[src/cpc_map.svh]
// How it works
// - Power field 01b powers the loop down two edges after the commit; 00b runs it normally.
// - Distribution bit 0 set bypasses the oscillator divider.
// - Distribution bit 1 clear takes the external clock input as source.
// - Control bit 7 picks detector polarity: 0 positive, 1 negative.
// - Nothing takes effect until software writes 0x01 to the update register.
// - Anti-backlash pulse width comes from bits 1 to 0 of its register.
// - Three-bit pump mode picks high impedance, normal, pump-up or pump-down.
// - Pump current has eight steps from 600 uA to 4.8 mA.
// - Distribution bit 0 clear routes the source through the divider.
// - Distribution bit 1 set selects the on-chip oscillator.
`ifndef CPC_MAP_SVH
`define CPC_MAP_SVH

// register indices; byte address is four times the index
`define CPC_IDX_PLL_CTL 12'h010
`define CPC_IDX_ANTIBACKLASH 12'h017
`define CPC_IDX_DIST_SRC 12'h1E1
`define CPC_IDX_UPDATE 12'h232
`define CPC_IDX_PUMP_CURRENT 12'h0F0
`define CPC_IDX_ACTIVE_STATUS 12'h0F1

// field positions
`define CPC_PWR_LSB 0
`define CPC_PWR_MSB 1
`define CPC_PUMP_MODE_LSB 4
`define CPC_PUMP_MODE_MSB 6
`define CPC_POLARITY_BIT 7
`define CPC_ABL_MSB 1
`define CPC_DIST_BYPASS_BIT 0
`define CPC_DIST_OSC_BIT 1
`define CPC_CUR_MSB 2

// field values
`define CPC_PWR_NORMAL 2'h0
`define CPC_PWR_DOWN 2'h1
`define CPC_UPDATE_GO 8'h01
`define CPC_PUMP_CODE_HIGHZ 3'h0
`define CPC_PUMP_CODE_UP 3'h1
`define CPC_PUMP_CODE_DOWN 3'h2
`define CPC_PUMP_CODE_NORMAL 3'h3
`define CPC_PUMP_LSB_UA 13'h0258

// reset values
`define CPC_RST_PLL_CTL 8'h01
`define CPC_RST_ABL 8'h00
`define CPC_RST_DIST 8'h00
`define CPC_RST_CUR 8'h07

`endif

[src/cpc_pkg.sv]
`default_nettype none
package cpc_pkg;
  typedef enum logic [1:0] {
    CPC_PUMP_HIGHZ = 2'b00,
    CPC_PUMP_NORMAL = 2'b01,
    CPC_PUMP_UP = 2'b10,
    CPC_PUMP_DOWN = 2'b11
  } cpc_pump_e;

  typedef enum logic {
    CPC_SRC_EXT_CLK = 1'b0,
    CPC_SRC_OSC = 1'b1
  } cpc_src_e;
endpackage
`default_nettype wire

[src/cpc_active_if.sv]
`timescale 1ns/1ns
`default_nettype none
interface cpc_active_if;
  logic [7:0] pllCtl;
  logic [7:0] antibacklash;
  logic [7:0] distSrc;
  logic [7:0] pumpCurrent;

  modport producer (output pllCtl, output antibacklash, output distSrc, output pumpCurrent);
  modport consumer (input pllCtl, input antibacklash, input distSrc, input pumpCurrent);
endinterface
`default_nettype wire

[src/cpc_clock_path_cfg.sv]
`timescale 1ns/1ns
`default_nettype none
`include "cpc_map.svh"
module cpc_clock_path_cfg (
  // clock and reset
  input wire logic clock,
  input wire logic srst,
  // ahb-lite slave
  input wire logic hsel,
  input wire logic [31:0] haddr,
  input wire logic [1:0] htrans,
  input wire logic hwrite,
  input wire logic [2:0] hsize,
  input wire logic [31:0] hwdata,
  input wire logic hready,
  output logic [31:0] hrdata,
  output logic hreadyout,
  output logic hresp,
  // loop control
  output logic pllPowerDown,
  output logic pdNegative,
  output logic [1:0] antibacklashSel,
  output cpc_pkg::cpc_pump_e pumpMode,
  output logic [2:0] pumpCurrentStep,
  output logic [12:0] pumpCurrentUa,
  // distribution routing
  output logic divBypass,
  output cpc_pkg::cpc_src_e srcSel
);
  import cpc_pkg::*;

  // ==========================================================================
  // bus front end
  // ==========================================================================
  logic dpValid_reg;
  logic dpWrite_reg;
  logic [11:0] dpIndex_reg;
  logic addrAccept;
  logic [11:0] addrIndex;
  logic wrEn;
  logic [7:0] wrByte;
  logic applyNow;

  function automatic logic hits(input logic [11:0] idx, input logic [11:0] target);
    hits = (idx == target);
  endfunction

  assign addrAccept = hsel && htrans[1] && hready;
  assign addrIndex = haddr[13:2];
  assign wrEn = dpValid_reg && dpWrite_reg;
  assign wrByte = hwdata[7:0];
  // only the exact go value commits; anything else leaves the active copy alone
  assign applyNow = wrEn && hits(dpIndex_reg, `CPC_IDX_UPDATE) && (wrByte == `CPC_UPDATE_GO);

  always_ff @(posedge clock)
  begin
    if (srst)
    begin
      dpValid_reg <= 1'b0;
      dpWrite_reg <= 1'b0;
      dpIndex_reg <= 12'h000;
    end
    else
    begin
      dpValid_reg <= addrAccept;
      dpWrite_reg <= addrAccept && hwrite;
      if (addrAccept)
      begin
        dpIndex_reg <= addrIndex;
      end
    end
  end

  // zero-wait slave: every transfer completes in its first data cycle
  always_ff @(posedge clock)
  begin
    if (srst)
    begin
      hreadyout <= 1'b0;
      hresp <= 1'b0;
    end
    else
    begin
      hreadyout <= 1'b1;
      hresp <= 1'b0;
    end
  end

  // ==========================================================================
  // staging copy
  // ==========================================================================
  logic [7:0] pllCtl_reg;
  logic [7:0] pllCtl_next;
  logic [7:0] antibacklash_reg;
  logic [7:0] antibacklash_next;
  logic [7:0] distSrc_reg;
  logic [7:0] distSrc_next;
  logic [7:0] pumpCurrent_reg;
  logic [7:0] pumpCurrent_next;

  always_comb
  begin
    pllCtl_next = pllCtl_reg;
    antibacklash_next = antibacklash_reg;
    distSrc_next = distSrc_reg;
    pumpCurrent_next = pumpCurrent_reg;
    if (wrEn && hits(dpIndex_reg, `CPC_IDX_PLL_CTL))
    begin
      pllCtl_next = wrByte;
    end
    else if (wrEn && hits(dpIndex_reg, `CPC_IDX_ANTIBACKLASH))
    begin
      antibacklash_next = wrByte;
    end
    else if (wrEn && hits(dpIndex_reg, `CPC_IDX_DIST_SRC))
    begin
      distSrc_next = wrByte;
    end
    else if (wrEn && hits(dpIndex_reg, `CPC_IDX_PUMP_CURRENT))
    begin
      pumpCurrent_next = wrByte;
    end
  end

  always_ff @(posedge clock)
  begin
    if (srst)
    begin
      pllCtl_reg <= `CPC_RST_PLL_CTL;
      antibacklash_reg <= `CPC_RST_ABL;
      distSrc_reg <= `CPC_RST_DIST;
      pumpCurrent_reg <= `CPC_RST_CUR;
    end
    else
    begin
      // writes stage only; the loop sees nothing until the commit
      pllCtl_reg <= pllCtl_next;
      antibacklash_reg <= antibacklash_next;
      distSrc_reg <= distSrc_next;
      pumpCurrent_reg <= pumpCurrent_next;
    end
  end

  // ==========================================================================
  // active copy
  // ==========================================================================
  logic [7:0] pllCtlActive;
  logic [7:0] antibacklashActive;
  logic [7:0] distSrcActive;
  logic [7:0] pumpCurrentActive;
  cpc_active_if act ();

  cpc_stage_reg #(.WIDTH(8), .RESET_VALUE(`CPC_RST_PLL_CTL)) uPllCtl (
    .clock(clock),
    .srst(srst),
    .applyNow(applyNow),
    .staged(pllCtl_reg),
    .active(pllCtlActive)
  );

  cpc_stage_reg #(.WIDTH(8), .RESET_VALUE(`CPC_RST_ABL)) uAntibacklash (
    .clock(clock),
    .srst(srst),
    .applyNow(applyNow),
    .staged(antibacklash_reg),
    .active(antibacklashActive)
  );

  cpc_stage_reg #(.WIDTH(8), .RESET_VALUE(`CPC_RST_DIST)) uDistSrc (
    .clock(clock),
    .srst(srst),
    .applyNow(applyNow),
    .staged(distSrc_reg),
    .active(distSrcActive)
  );

  cpc_stage_reg #(.WIDTH(8), .RESET_VALUE(`CPC_RST_CUR)) uPumpCurrent (
    .clock(clock),
    .srst(srst),
    .applyNow(applyNow),
    .staged(pumpCurrent_reg),
    .active(pumpCurrentActive)
  );

  assign act.pllCtl = pllCtlActive;
  assign act.antibacklash = antibacklashActive;
  assign act.distSrc = distSrcActive;
  assign act.pumpCurrent = pumpCurrentActive;

  cpc_mode_decode uDecode (
    .clock(clock),
    .srst(srst),
    .act(act),
    .pllPowerDown(pllPowerDown),
    .pdNegative(pdNegative),
    .antibacklashSel(antibacklashSel),
    .pumpMode(pumpMode),
    .pumpCurrentStep(pumpCurrentStep),
    .pumpCurrentUa(pumpCurrentUa),
    .divBypass(divBypass),
    .srcSel(srcSel)
  );

  // ==========================================================================
  // read path
  // ==========================================================================
  logic [7:0] pllCtlActNext;
  logic [7:0] ablActNext;
  logic [7:0] distActNext;
  logic [7:0] curActNext;
  logic [31:0] rdValue;

  // next values forward a commit landing on the same edge
  assign pllCtlActNext = applyNow ? pllCtl_reg : pllCtlActive;
  assign ablActNext = applyNow ? antibacklash_reg : antibacklashActive;
  assign distActNext = applyNow ? distSrc_reg : distSrcActive;
  assign curActNext = applyNow ? pumpCurrent_reg : pumpCurrentActive;

  always_comb
  begin
    rdValue = 32'h0000_0000;
    if (hits(addrIndex, `CPC_IDX_PLL_CTL))
    begin
      rdValue = {24'h00_0000, pllCtl_next};
    end
    else if (hits(addrIndex, `CPC_IDX_ANTIBACKLASH))
    begin
      rdValue = {24'h00_0000, antibacklash_next};
    end
    else if (hits(addrIndex, `CPC_IDX_DIST_SRC))
    begin
      rdValue = {24'h00_0000, distSrc_next};
    end
    else if (hits(addrIndex, `CPC_IDX_PUMP_CURRENT))
    begin
      rdValue = {24'h00_0000, pumpCurrent_next};
    end
    else if (hits(addrIndex, `CPC_IDX_ACTIVE_STATUS))
    begin
      rdValue = {curActNext, ablActNext, distActNext, pllCtlActNext};
    end
  end

  // update register is a strobe and reads back zero, as do holes
  always_ff @(posedge clock)
  begin
    if (srst)
    begin
      hrdata <= 32'h0000_0000;
    end
    else if (addrAccept && !hwrite)
    begin
      hrdata <= rdValue;
    end
  end
endmodule
`default_nettype wire

[src/cpc_mode_decode.sv]
`timescale 1ns/1ns
`default_nettype none
`include "cpc_map.svh"
module cpc_mode_decode (
  // clock and reset
  input wire logic clock,
  input wire logic srst,
  // active configuration
  cpc_active_if.consumer act,
  // loop control
  output logic pllPowerDown,
  output logic pdNegative,
  output logic [1:0] antibacklashSel,
  output cpc_pkg::cpc_pump_e pumpMode,
  output logic [2:0] pumpCurrentStep,
  output logic [12:0] pumpCurrentUa,
  // distribution routing
  output logic divBypass,
  output cpc_pkg::cpc_src_e srcSel
);
  import cpc_pkg::*;

  function automatic cpc_pump_e pumpOf(input logic [7:0] ctl);
    case (ctl[`CPC_PUMP_MODE_MSB:`CPC_PUMP_MODE_LSB])
      `CPC_PUMP_CODE_NORMAL: pumpOf = CPC_PUMP_NORMAL;
      `CPC_PUMP_CODE_UP: pumpOf = CPC_PUMP_UP;
      `CPC_PUMP_CODE_DOWN: pumpOf = CPC_PUMP_DOWN;
      // unused codes float the pump, the safest state for the loop
      default: pumpOf = CPC_PUMP_HIGHZ;
    endcase
  endfunction

  function automatic logic [12:0] uaOf(input logic [7:0] cur);
    uaOf = 13'(`CPC_PUMP_LSB_UA * (13'(cur[`CPC_CUR_MSB:0]) + 13'h0001));
  endfunction

  always_ff @(posedge clock)
  begin
    if (srst)
    begin
      pllPowerDown <= 1'b1;
      pdNegative <= 1'b0;
      antibacklashSel <= 2'h0;
      pumpMode <= pumpOf(`CPC_RST_PLL_CTL);
    end
    else
    begin
      // only 00b runs the loop; any other code keeps it down
      pllPowerDown <= (act.pllCtl[`CPC_PWR_MSB:`CPC_PWR_LSB] != `CPC_PWR_NORMAL);
      pdNegative <= act.pllCtl[`CPC_POLARITY_BIT];
      antibacklashSel <= act.antibacklash[`CPC_ABL_MSB:0];
      pumpMode <= pumpOf(act.pllCtl);
    end
  end

  always_ff @(posedge clock)
  begin
    if (srst)
    begin
      pumpCurrentStep <= 3'(`CPC_RST_CUR);
      pumpCurrentUa <= uaOf(`CPC_RST_CUR);
    end
    else
    begin
      pumpCurrentStep <= act.pumpCurrent[`CPC_CUR_MSB:0];
      pumpCurrentUa <= uaOf(act.pumpCurrent);
    end
  end

  always_ff @(posedge clock)
  begin
    if (srst)
    begin
      divBypass <= 1'b0;
      srcSel <= CPC_SRC_EXT_CLK;
    end
    else
    begin
      divBypass <= act.distSrc[`CPC_DIST_BYPASS_BIT];
      srcSel <= cpc_src_e'(act.distSrc[`CPC_DIST_OSC_BIT]);
    end
  end
endmodule
`default_nettype wire

[src/cpc_stage_reg.sv]
`timescale 1ns/1ns
`default_nettype none
module cpc_stage_reg #(
  parameter int WIDTH = 8,
  parameter logic [WIDTH-1:0] RESET_VALUE = '0
) (
  // clock and reset
  input wire logic clock,
  input wire logic srst,
  // staging side
  input wire logic applyNow,
  input wire logic [WIDTH-1:0] staged,
  // active side
  output logic [WIDTH-1:0] active
);
  import cpc_pkg::*;

  always_ff @(posedge clock)
  begin
    if (srst)
    begin
      active <= RESET_VALUE;
    end
    else if (applyNow)
    begin
      active <= staged;
    end
  end
endmodule
`default_nettype wire

[config.mk]
export PLATFORM = sky130hd
export DESIGN_NAME = cpc_clock_path_cfg
export DESIGN_NICKNAME = d
export VERILOG_FILES = /design/src/cpc_pkg.sv /design/src/cpc_active_if.sv /design/src/cpc_clock_path_cfg.sv /design/src/cpc_mode_decode.sv /design/src/cpc_stage_reg.sv
export VERILOG_INCLUDE_DIRS = /design/src
export SDC_FILE = /design/constraint.sdc
export NUM_CORES = 1
export LEC_CHECK = 0
export BUFFER_PORTS_ARGS = -buffer_cell sky130_fd_sc_hd__clkbuf_2
export CORE_ASPECT_RATIO = 1.1
export CORE_UTILIZATION = 55
export CTS_CLUSTER_SIZE = 8
export DETAILED_ROUTE_END_ITERATION = 8
export HOLD_SLACK_MARGIN = 0.03
export PLACE_DENSITY = 0.82
export RECOVER_POWER = 25
export SETUP_SLACK_MARGIN = 0.2
export SKIP_CTS_REPAIR_TIMING = 1
export SYNTH_ARGS = -nofsm -noshare
export SYNTH_HDL_FRONTEND = slang
export SYNTH_SLANG_ARGS = --single-unit
[constraint.sdc]
create_clock -name clock -period 6.75 [get_ports clock]
set_input_delay 1.35 -clock clock [delete_from_list [all_inputs] [get_ports clock]]
set_output_delay 1.35 -clock clock [all_outputs]
set_load 0.05 [all_outputs]
==> flow_summary.json <==
{
  "status": "finished, violations left",
  "violations": "max-capacitance violations, max-slew violations",
  "cts_tree": "yes",
  "rows": 37,
  "hold_viol": 0,
  "gr-total-overflow": 0,
  "p_per_area_mw_per_mm2": 272,
  "cpMostUsedCell": "clkbuf_1",
  "critPathKind": "in2reg",
  "period_share_pct": 63.7,
  "syn_avg_cell_area_um2": 10.1,
  "largest_reg_flops": 32,
  "cp_slowest_stage_delay_ns": 2.53,
  "critical_path.slowest_cell": "clkbuf_1",
  "max-cap-violations": 1,
  "period_needed_ns": 4.30,
  "antenna_found_initial": 0,
  "finalSetupTns_ns": 0,
  "cts_num_sinks": 132,
  "final_cell_count_no_fill": 730,
  "leakage_nw": 2.53,
  "worst_slew_pin_slew_ns": 3.58,
  "cp_cell_sequence": "clkbuf_1 -> clkbuf_1 -> nor2_1 -> a22o_1",
  "drt-pass1-iter-count": 5,
  "place_inst": 698,
  "cp-end-kind": "register",
  "post-route-drc-count": 0,
  "netlist_instances": 522,
  "cts_root_buffer": "clkbuf_8",
  "grt_start_max_net_pins": 88,
  "clock_skew_ns": 0.00921,
  "area.growth.synth_to_final_pct": 19.3,
  "drv_slew": 88,
  "required_ns": 7.15,
  "io_buffers": 79,
  "synth_edf_count": 0,
  "setup_violations": 0,
  "place_ws_ns": 2.52,
  "yosysSeqAreaShare_pct": 50.2,
  "numCtsBuffers": 17,
  "timing.fmax_mhz": 233,
  "place_area_mm2": 0.00573,
  "layout.nets": 687,
  "synthesis.area_mm2": 0.00527,
  "irDropWorstVdd_uv": 181,
  "critPathLaunchType": "input port",
  "cts_buffer_depth": 2,
  "hpwl_mm": 8.47,
  "ant_nets": 0,
  "ios": 132,
  "rsz0062_at_grt": "no",
  "synth-async-reset-ratio_pct": 0,
  "h-tree-depth": 4,
  "die_h_um": 105,
  "globalplace.congestion": 0.903,
  "drt-total-wl_mm": 12.5,
  "drive_gt1_share_pct": 21.2,
  "slew_headroom_pct": -139,
  "start_util_pct": 56.3,
  "viasPerCell": 5.89,
  "core_mm2": 0.00935,
  "die_w_um": 95.3,
  "ys_ff_latch": 132,
  "routedWlPerCell_um": 17.1,
  "finalWorstSetupSlack_ns": 2.45,
  "dr_total_vias": 4298,
  "diodes": 0,
  "synth_warnings": 0,
  "synth_cell_types": 49,
  "finalInstanceArea_mm2": 0.00628,
  "synth_ff_type": "dfxtp_1",
  "crit_fanout": 87,
  "worstHoldPathType": "reg2reg",
  "clk_pin_slew_ns": 0.06,
  "clk_latency_ns": 0.52,
  "grt_pass1_vias": 3992,
  "gr-usage-all-layers_pct": 25.9,
  "critPathArrivalTime_ns": 4.71,
  "grt_pass1_wl_mm": 19.8,
  "drtIter0Drc": 311,
  "die_area_mm2": 0.00997
}
==> final cells by class <==
class	count	area (um2)
clock buffers	19	432
clock inverters	13	126
fillers	729	3070
inverters	4	15.0
multi-input cells	359	2480
flip-flops and latches	132	2640
well taps	117	146
repair buffers	86	443
==> Yosys cell counts, types with 3 or more instances <==
| cell type | instances | area share, % |
|---|---|---|
| o21ai_1 | 10 | 0.95 |
| nor3b_1 | 3 | 0.43 |
| nor2_1 | 73 | 5.2 |
| a221o_1 | 7 | 1.3 |
| nor4b_1 | 3 | 0.50 |
| xnor2_1 | 4 | 0.67 |
| mux2i_1 | 63 | 12 |
| or3_1 | 4 | 0.48 |
| clkbuf_1 | 14 | 1.0 |
| nand3_1 | 7 | 0.67 |
| or4_1 | 4 | 0.57 |
| a22o_1 | 21 | 3.5 |
| buf_1 | 7 | 0.50 |
| nand2_1 | 49 | 3.5 |
| inv_1 | 4 | 0.29 |
| o221ai_1 | 8 | 1.3 |
| dfxtp_1 | 132 | 50 |
| ha_1 | 12 | 2.9 |
| o221a_1 | 8 | 1.7 |
| nor2b_1 | 7 | 0.83 |
| nor4_1 | 9 | 1.1 |
| or2_2 | 4 | 0.48 |
| and2_1 | 3 | 0.36 |
| nand4bb_1 | 3 | 0.64 |
| buf_4 | 7 | 1.0 |
| nand2b_1 | 4 | 0.48 |
| a21oi_1 | 18 | 1.7 |
| o221a_2 | 7 | 1.5 |
==> critical path, delay by kind of cell <==
| family | cells | cell delay (ns) |
|---|---|---|
| AOI/OAI and AO/OA | 1 | 0.35 |
| buffers and inverters | 2 | 2.66 |
| and+or+nand+nor | 1 | 0.30 |
==> through the flow <==
step	total power [W]	utilization, %	hold slack, ns
2_1_floorplan	0.000843	-	0.414
3_3_place_gp	0.000864	61.3	0.430
3_5_place_dp	0.000865	61.3	0.431
4_1_cts	0.00171	67.2	0.444
5_1_grt	0.00175	67.2	0.467
6_report	0.00171	67.2	0.440
==> layout by cell type, fill, tap and decap left out, types with 6 or more instances in the layout <==
cell / instances
nand3_1: 7
clkbuf_16: 16
nor2b_1: 7
nor4_1: 8
a22o_1: 21
o221a_1: 8
mux2i_1: 63
o21ai_1: 10
a221o_1: 7
buf_4: 6
ha_1: 12
o221a_2: 7
clkbuf_2: 78
a21oi_1: 18
nor2_1: 74
nand2_1: 49
dfxtp_1: 132
o221ai_1: 8
==> path summary, 6_finish.rpt <==
check,slack (ns),from,endpoint,cells past startpoint
min,0.44,uPllCtl.active[1]$_SDFF_PP0_,uDecode.pllPowerDown$_SDFF_PP1_,1
max,2.45,srst,hrdata[13]$_SDFFE_PP0P_,4
min reg2reg,0.44,uPllCtl.active[1]$_SDFF_PP0_,uDecode.pllPowerDown$_SDFF_PP1_,1
max reg2reg,3.42,uPumpCurrent.active[1]$_SDFF_PP1_,uDecode.pumpCurrentUa[11]$_SDFF_PP0_,11
==> layer usage <==
| layer | track usage (%) | up-vias | wire length, um |
|---|---|---|---|
| met5 | 0 | - | 0 |
| li1 | - | 2039 | - |
| met3 | 6.33 | 35 | 756 |
| met4 | 10.4 | 0 | 280 |
| met1 | 32.9 | 2037 | 5480 |
| met2 | 41.6 | 187 | 5980 |
==> cell families (layout without fill, tap and decap cells) <==
kind of cell	Yosys count	in the layout	share of synthesized area, %
buffers and inverters	34	122	3.09
other	1	4	0.0712
AND/OR/NAND/NOR	186	186	17.3
XOR/XNOR	6	6	0.998
multiplexers	64	64	12.2
adder cells (fa/ha/maj)	13	13	3.23
AO/OA/AOI/OAI	86	86	13.0
flip-flops	132	132	50.2
==> where the power goes <==
group | internal (W) | switching, W | total [W]
Combinational | 0.0000165 | 0.0000448 | 0.0000612
Clock | 0.000503 | 0.000355 | 0.000858
Sequential | 0.000784 | 0.00000395 | 0.000788
(Power assumes the default switching activity.)
